$ cat config.mk
export PLATFORM = sky130hd
export DESIGN_NAME = input_port_edge_interrupt
export DESIGN_NICKNAME = d
export VERILOG_FILES = /design/src/verilog/input_port_edge_interrupt.v
export VERILOG_INCLUDE_DIRS = /design/src /design/src/verilog
export SDC_FILE = /design/constraint.sdc
export NUM_CORES = 1
export LEC_CHECK = 0
export BUFFER_PORTS_ARGS = -buffer_cell sky130_fd_sc_hd__buf_2
export CORE_ASPECT_RATIO = 0.5
export CORE_MARGIN = 2
export CORE_UTILIZATION = 56
export CTS_BUF_LIST = sky130_fd_sc_hd__clkbuf_16
export DETAILED_ROUTE_END_ITERATION = 10
export PLACE_DENSITY = 0.81
export REMOVE_ABC_BUFFERS = 1
export SYNTH_ARGS = -nofsm -noshare
export SYNTH_HDL_FRONTEND = slang
export SYNTH_SLANG_ARGS = --single-unit
$ cat constraint.sdc
create_clock -name clk_sys -period 4.6 [get_ports clk_sys]
set_clock_uncertainty 0.1 [all_clocks]
set_input_delay 1.38 -clock clk_sys [delete_from_list [all_inputs] [get_ports clk_sys]]
set_output_delay 1.38 -clock clk_sys [all_outputs]
set_load 0.05 [all_outputs]
$ cat src/verilog/input_port_defs.vh
// constants for the nine-bit input port with mismatch interrupts
`ifndef INPUT_PORT_DEFS_VH
`define INPUT_PORT_DEFS_VH

`define ADDR_W           4
`define OFF_INT_SEL0     4'h0
`define OFF_INT_SEL1     4'h1
`define OFF_CMP_POL0     4'h2
`define OFF_CMP_POL1     4'h3
`define OFF_PORT_DATA0   4'h4
`define OFF_PORT_DATA1   4'h5
`define OFF_INT_STATUS   4'h6
`define OFF_INT_ENABLE   4'h7
`define OFF_PRIORITY     4'h8
`define OFF_RESERVED1    4'h9

`define INT_SEL_RESET    9'h000
`define CMP_POL_RESET    9'h1ff
`define RSV_RESET        2'h2
`define PRIO_RESET       4'h0
`define PULLUP_DEFAULT   9'h1ff

`define GRP_LOW          0
`define GRP_HIGH         1
`define GRP_EXTRA        2

`define VEC_EXTRA        24'h00000a
`define VEC_HIGH         24'h00000c
`define VEC_LOW          24'h00000e

`endif

$ cat src/verilog/input_port_edge_interrupt.v
// nine-bit input port with per-group mismatch interrupts
// Notes on behaviour
// - nine readable input bits, eight plus one
// - extra pin also drives timer event clock
// - port read returns live pins, no latch
// - per-bit pull-up is a static parameter
// - three groups: bits 0-3, 4-7, extra
// - met condition sets group flag and request
// - group enable masks request to CPU
// - two-bit priority for bank and extra
// - vectors 0a extra, 0c high, 0e low
// - per-bit select includes bit in detection
// - per-bit polarity picks rising or falling
// - flag sets on match to mismatch only
// - rearm only after return to match
// - deselected bits ignored in evaluation
// - select bits rw, reset to zero
// - polarity bits rw, reset to one
`timescale 1ns/1ps
`default_nettype none
`include "input_port_defs.vh"

module input_port_edge_interrupt #(
  parameter [8:0] PULLUP_FITTED = `PULLUP_DEFAULT
) (
  // clock and reset
  input  wire        clk_sys,
  input  wire        rst,
  // pins
  input  wire [7:0]  bank0_input_pins,
  input  wire        extra_input_pin,
  output wire [8:0]  pullup_enable,
  output wire        event_counter_clock_in,
  // register port
  input  wire [3:0]  reg_addr,
  input  wire [7:0]  reg_wdata,
  input  wire        reg_wr,
  input  wire        reg_rd,
  output reg  [7:0]  reg_rdata,
  // interrupt
  output wire        irq,
  output wire [2:0]  group_irq,
  output wire [1:0]  bank0_priority,
  output wire [1:0]  extra_priority,
  output reg  [23:0] irq_vector
);

  // register index map, one byte each:
  //   0 select bits 7..0
  //   1 select bit 8 in bit 0, spare bit in bit 1
  //   2 polarity bits 7..0
  //   3 polarity bit 8 in bit 0, spare bit in bit 1
  //   4 live pins 7..0
  //   5 live extra pin in bit 0
  //   6 group flags {extra, high, low}, write one to clear
  //   7 group enables {extra, high, low}
  //   8 priorities {extra, bank}
  //   other indexes read as zero, writes dropped

  reg  [8:0] per_bit_int_select_q;
  reg  [8:0] per_bit_compare_polarity_q;
  reg  [1:0] reserved_q;
  reg  [2:0] group_factor_flag_q;
  reg  [2:0] group_int_enable_q;
  reg  [3:0] priority_q;
  reg  [8:0] pin_meta_q;
  reg  [8:0] pin_sync_q;
  reg  [2:0] mismatch_q;
  wire [8:0] pins_live;
  wire [8:0] bit_mismatch;
  wire [2:0] mismatch_d;
  wire [2:0] set_pulse;
  wire [2:0] clr_mask;
  wire       wr_sel1;
  wire       wr_pol1;
  wire       wr_sel0;
  wire       wr_pol0;
  wire       wr_status;
  wire       wr_enable;
  wire       wr_prio;
  reg  [2:0] flag_d;
  reg  [7:0] rdata_d;
  reg  [23:0] vector_d;

  assign pins_live              = {extra_input_pin, bank0_input_pins};
  assign event_counter_clock_in = extra_input_pin;
  assign pullup_enable          = PULLUP_FITTED;

  // pins are two-flop synchronised before evaluation
  // first stage: only the second stage may read it
  always @(posedge clk_sys or posedge rst) begin
    if (rst) begin
      pin_meta_q <= 9'h000;
    end else begin
      pin_meta_q <= pins_live;
    end
  end

  // second stage feeds the match logic
  always @(posedge clk_sys or posedge rst) begin
    if (rst) begin
      pin_sync_q <= 9'h000;
    end else begin
      pin_sync_q <= pin_meta_q;
    end
  end

  // polarity 1 means falling edge: match while pin high
  genvar i;
  generate
    for (i = 0; i < 9; i = i + 1) begin : g_bit
      assign bit_mismatch[i] = per_bit_int_select_q[i] &
                               (pin_sync_q[i] != per_bit_compare_polarity_q[i]);
    end
  endgenerate

  assign mismatch_d = {bit_mismatch[8], |bit_mismatch[7:4], |bit_mismatch[3:0]};

  // only a rise of the group mismatch sets; rewriting polarity back rearms
  assign set_pulse = mismatch_d & ~mismatch_q;

  // write decode, one strobe per writable register
  assign wr_sel0   = reg_wr && (reg_addr == `OFF_INT_SEL0);
  assign wr_sel1   = reg_wr && (reg_addr == `OFF_INT_SEL1);
  assign wr_pol0   = reg_wr && (reg_addr == `OFF_CMP_POL0);
  assign wr_pol1   = reg_wr && (reg_addr == `OFF_CMP_POL1);
  assign wr_status = reg_wr && (reg_addr == `OFF_INT_STATUS);
  assign wr_enable = reg_wr && (reg_addr == `OFF_INT_ENABLE);
  assign wr_prio   = reg_wr && (reg_addr == `OFF_PRIORITY);

  assign clr_mask = wr_status ? reg_wdata[2:0] : 3'h0;

  // next flag state; a set wins over a write-one clear in the same cycle
  // so an event landing during the clear is never lost
  always @* begin
    flag_d = group_factor_flag_q;
    if (clr_mask[`GRP_LOW]) begin
      flag_d[`GRP_LOW] = 1'b0;
    end
    if (set_pulse[`GRP_LOW]) begin
      flag_d[`GRP_LOW] = 1'b1;
    end
    if (clr_mask[`GRP_HIGH]) begin
      flag_d[`GRP_HIGH] = 1'b0;
    end
    if (set_pulse[`GRP_HIGH]) begin
      flag_d[`GRP_HIGH] = 1'b1;
    end
    if (clr_mask[`GRP_EXTRA]) begin
      flag_d[`GRP_EXTRA] = 1'b0;
    end
    if (set_pulse[`GRP_EXTRA]) begin
      flag_d[`GRP_EXTRA] = 1'b1;
    end
  end

  always @(posedge clk_sys or posedge rst) begin
    if (rst) begin
      mismatch_q          <= 3'h0;
      group_factor_flag_q <= 3'h0;
    end else begin
      mismatch_q          <= mismatch_d;
      group_factor_flag_q <= flag_d;
    end
  end

  always @(posedge clk_sys or posedge rst) begin
    if (rst) begin
      per_bit_int_select_q       <= `INT_SEL_RESET;
      per_bit_compare_polarity_q <= `CMP_POL_RESET;
      reserved_q                 <= `RSV_RESET;
      group_int_enable_q         <= 3'h0;
      priority_q                 <= `PRIO_RESET;
    end else begin
      if (wr_sel0) begin
        per_bit_int_select_q[7:0] <= reg_wdata;
      end
      if (wr_sel1) begin
        per_bit_int_select_q[8] <= reg_wdata[0];
        reserved_q[0]           <= reg_wdata[1];
      end
      if (wr_pol0) begin
        per_bit_compare_polarity_q[7:0] <= reg_wdata;
      end
      if (wr_pol1) begin
        per_bit_compare_polarity_q[8] <= reg_wdata[0];
        reserved_q[1]                 <= reg_wdata[1];
      end
      if (wr_enable) begin
        group_int_enable_q <= reg_wdata[2:0];
      end
      if (wr_prio) begin
        priority_q <= reg_wdata[3:0];
      end
    end
  end

  // read mux; port data takes the raw pins, no synchroniser
  always @* begin
    rdata_d = 8'h00;
    case (reg_addr)
      `OFF_INT_SEL0: begin
        rdata_d = per_bit_int_select_q[7:0];
      end
      `OFF_INT_SEL1: begin
        rdata_d = {6'h00, reserved_q[0], per_bit_int_select_q[8]};
      end
      `OFF_CMP_POL0: begin
        rdata_d = per_bit_compare_polarity_q[7:0];
      end
      `OFF_CMP_POL1: begin
        rdata_d = {6'h00, reserved_q[1], per_bit_compare_polarity_q[8]};
      end
      `OFF_PORT_DATA0: begin
        rdata_d = bank0_input_pins;
      end
      `OFF_PORT_DATA1: begin
        rdata_d = {7'h00, extra_input_pin};
      end
      `OFF_INT_STATUS: begin
        rdata_d = {5'h00, group_factor_flag_q};
      end
      `OFF_INT_ENABLE: begin
        rdata_d = {5'h00, group_int_enable_q};
      end
      `OFF_PRIORITY: begin
        rdata_d = {4'h0, priority_q};
      end
      default: begin
        rdata_d = 8'h00;
      end
    endcase
  end

  // data stands only in the cycle after the strobe, zero otherwise
  always @(posedge clk_sys or posedge rst) begin
    if (rst) begin
      reg_rdata <= 8'h00;
    end else if (reg_rd) begin
      reg_rdata <= rdata_d;
    end else begin
      reg_rdata <= 8'h00;
    end
  end

  assign group_irq      = group_factor_flag_q & group_int_enable_q;
  assign irq            = |group_irq;
  assign bank0_priority = priority_q[1:0];
  assign extra_priority = priority_q[3:2];

  // extra pin first, then high, then low nibble; the order is a local
  // choice, the controller may still rank by priority level
  always @* begin
    vector_d = 24'h000000;
    case (group_irq)
      3'b001: begin
        vector_d = `VEC_LOW;
      end
      3'b010, 3'b011: begin
        vector_d = `VEC_HIGH;
      end
      3'b100, 3'b101, 3'b110, 3'b111: begin
        vector_d = `VEC_EXTRA;
      end
      default: begin
        vector_d = 24'h000000;
      end
    endcase
  end

  // registered so the vector is glitch free, one cycle behind the request
  always @(posedge clk_sys or posedge rst) begin
    if (rst) begin
      irq_vector <= 24'h000000;
    end else begin
      irq_vector <= vector_d;
    end
  end

endmodule
`default_nettype wire

==> results_dict.tcl <==
set metrics [dict create \
    status "complete, no violations" \
    place.gp.congestion 0.841 \
    grt_max_degree 43 \
    ys_ff_latch 62 \
    holdPathStages 0 \
    pre_cts_slack_ps 1390 \
    worst_pin_slew_ps 850 \
    via_per_inst 5.09 \
    slowest_stage "buf_2" \
    r2r_end "group_factor_flag_q[0]" \
    grt_usage_pct 20.3 \
    postCtsResizedCells 0 \
    criticalPathCategory "in -> out" \
    wl_per_cell_um 14.9 \
    cts_buffers 9 \
    tritoncts "built" \
    numClockSinks 62 \
    synth_edf_count 0 \
    cp_cell_sequence "buf_2, buf_2" \
    synth_cells 233 \
    dieArea_mm2 0.00573 \
    drive_above_1_share_pct 36.5 \
    fillers 363 \
    first_global_vias 1771 \
    holdPathEnd "pin_sync_q[0]" \
    rsz0062_at_grt "false" \
    gr-total-overflow 0 \
    fin_nets 305 \
    hold_violations 0 \
    syn_area_mm2 0.00286 \
    async_flop_share_pct 100 \
    finalWorstSetupSlack_ps 1390 \
    relSlewSlack_pct 43.2 \
    vias 1808 \
    max-cap-violations 0 \
    clockBufferDepth 2 \
    seq_area_frac_synth_pct 54.7 \
    rr_startpoint "per_bit_compare_polarity_q[0]" \
    leakage_nw 1.59 \
    setup_viol 0 \
    insertion_delay_ps 320 \
    cp-start-kind "input port" \
    p_per_area_mw_per_mm2 536 \
    cp_data_required_time_ps 3120 \
    cp_num_buf_inv 2 \
    drt_first_iter_violations 97 \
    crit_path_max_incr_delay_ps 260 \
    ys_warn_count 0 \
    core_area_mm2 0.00493 \
    max_freq_mhz 311 \
    ir_drop_mv 0.282 \
    hold_class "reg -> reg" \
    layout_min_cycle_time_ps 3210 \
    post_cts_buffers 0 \
    cpLargestDelayFamily "buffers and inverters" \
    io_pins 75 \
    setup_total_negative_slack_ps 0 \
    drc 0 \
    chipHeight_um 54.5 \
    area_growth_pct 14.3 \
    grt_pass1_wl_mm 8.39 \
    ctsHoldBuffers 0 \
    row_count 18 \
    synth.distinct_cells 41 \
    diodes 0 \
    endpoint_kind "primary output" \
    drv_slew 0 \
    syn_avg_cell_area_um2 12.3 \
    hpwl_mm 3.64 \
    min_period_over_period_pct 69.8 \
    ys.flop_type "dfrtp_1" \
    r2r_slack_ps 3140 \
    r2r_cells 4 \
    antenna_found_initial 0 \
    route.antenna.remaining_nets 0 \
    cts_root_buffer "clkbuf_16" \
    dr.pass1.iters 4 \
    hp-start "pin_meta_q[0]" \
    worstPathArrival_ps 1730 \
    die_w_um 105 \
    htree_levels 3 \
    clkTransAtPathRegs_ps 50 \
    start_util_pct 58.0 \
    path_common_cell "buf_2" \
    drt-total-wl_mm 5.30 \
    port_buffers 44 \
    critPathMaxFanout 3 \
]
==> through the flow <==
step                      std cells  hold slack [ps]  power [W]  cell area, µm²  utilization, %
after floorplan                 224              231    0.00102            2670               -
after global placement          339              232    0.00111            2990            60.6
after detailed placement        339              235    0.00112            2990            60.6
after CTS                       355              245    0.00177            3270            66.3
after global routing            355              249    0.00183            3270            66.3
final                           355              242    0.00175            3270            66.3
==> power breakdown <==
| group | switching [W] | internal [W] |
|---|---|---|
| clock | 0.000223 | 0.000409 |
| combinational | 0.000281 | 0.000128 |
| sequential | 0.0000586 | 0.000652 |
==> flip-flops by register name (all words and copies together), names as in the netlist <==
register / count
priority_q: 4
pin_meta_q: 9
per_bit_compare_polarity_q: 9
reg_rdata: 8
mismatch_q: 3
pin_sync_q: 9
irq_vector: 3
per_bit_int_select_q: 9
group_factor_flag_q: 3
group_int_enable_q: 3
reserved_q: 2
==> per-layer routing <==
metal | vias up | GRT usage [%] | wire length (µm)
met5 | - | 0 | 0
met4 | 0 | 10.4 | 106
met3 | 13 | 8.45 | 360
met2 | 83 | 32.8 | 2440
met1 | 876 | 24.1 | 2390
li1 | 836 | - | -
==> cell type report <==
cell class / count / area (µm²) / share of cell area [%]
multi-input combinational: 156 / 1090 / 33.2
inverter: 6 / 22.5 / 0.689
sequential: 62 / 1560 / 47.8
timing repair buffer: 45 / 228 / 6.96
tap: 70 / 87.6 / 2.68
clock buffer: 9 / 225 / 6.89
clock inverter: 7 / 56.3 / 1.72
==> how the worst max path moves through the flow <==
stage,startpoint,end,slack (ps),cells past startpoint
6_report,extra_input_pin,event_counter_clock_in,1390,2
5_1_grt,extra_input_pin,event_counter_clock_in,1370,2
4_1_cts,extra_input_pin,event_counter_clock_in,1390,2
3_5_place_dp,extra_input_pin,event_counter_clock_in,1390,2
3_3_place_gp,extra_input_pin,event_counter_clock_in,1390,2
2_1_floorplan,rst,group_factor_flag_q[0],1600,1
==> cells in the mapped netlist (2+ instances only) <==
library cell | number | area, µm²
a21o_1 | 2 | 15.0
a21oi_1 | 6 | 30.0
a22oi_1 | 5 | 37.5
a32oi_1 | 3 | 26.3
buf_2 | 2 | 10.0
buf_4 | 32 | 240
buf_6 | 2 | 22.5
conb_1 | 2 | 7.51
dfrtp_1 | 52 | 1300
dfstp_2 | 10 | 263
inv_1 | 6 | 22.5
mux2_2 | 26 | 293
mux2_4 | 3 | 45.0
mux2i_1 | 10 | 100
nand2_1 | 12 | 45.0
nand2_2 | 2 | 12.5
nand2b_1 | 2 | 12.5
nand3_1 | 3 | 15.0
nand3b_1 | 3 | 22.5
nor2_1 | 13 | 48.8
nor2b_1 | 2 | 12.5
nor3_1 | 3 | 15.0
o21a_1 | 2 | 15.0
o21ai_0 | 4 | 20.0
or3_1 | 2 | 12.5
xor2_1 | 9 | 78.8
==> cell usage in the layout (no fill, tap or decap), types with 4 or more instances in the layout <==
master	count
dfrtp_1	52
inv_1	6
a21oi_1	6
buf_2	44
clkbuf_16	9
conb_1	30
mux2i_1	10
o21ai_0	4
nor2_1	13
a22oi_1	5
nand2_1	12
dfstp_2	10
xor2_1	9
mux2_2	26
==> cells by family (layout without fill, tap and decap cells) <==
kind of cell / Yosys count / in the layout / synth area share [%]
flops: 62 / 62 / 54.7
buf+inv: 43 / 67 / 11.0
other cells: 2 / 30 / 0.262
simple gates: 50 / 50 / 9.09
mux: 39 / 39 / 15.3
xor+xnor: 9 / 9 / 2.75
compound gates: 28 / 28 / 6.91
Power figures use the tool's default switching activity.
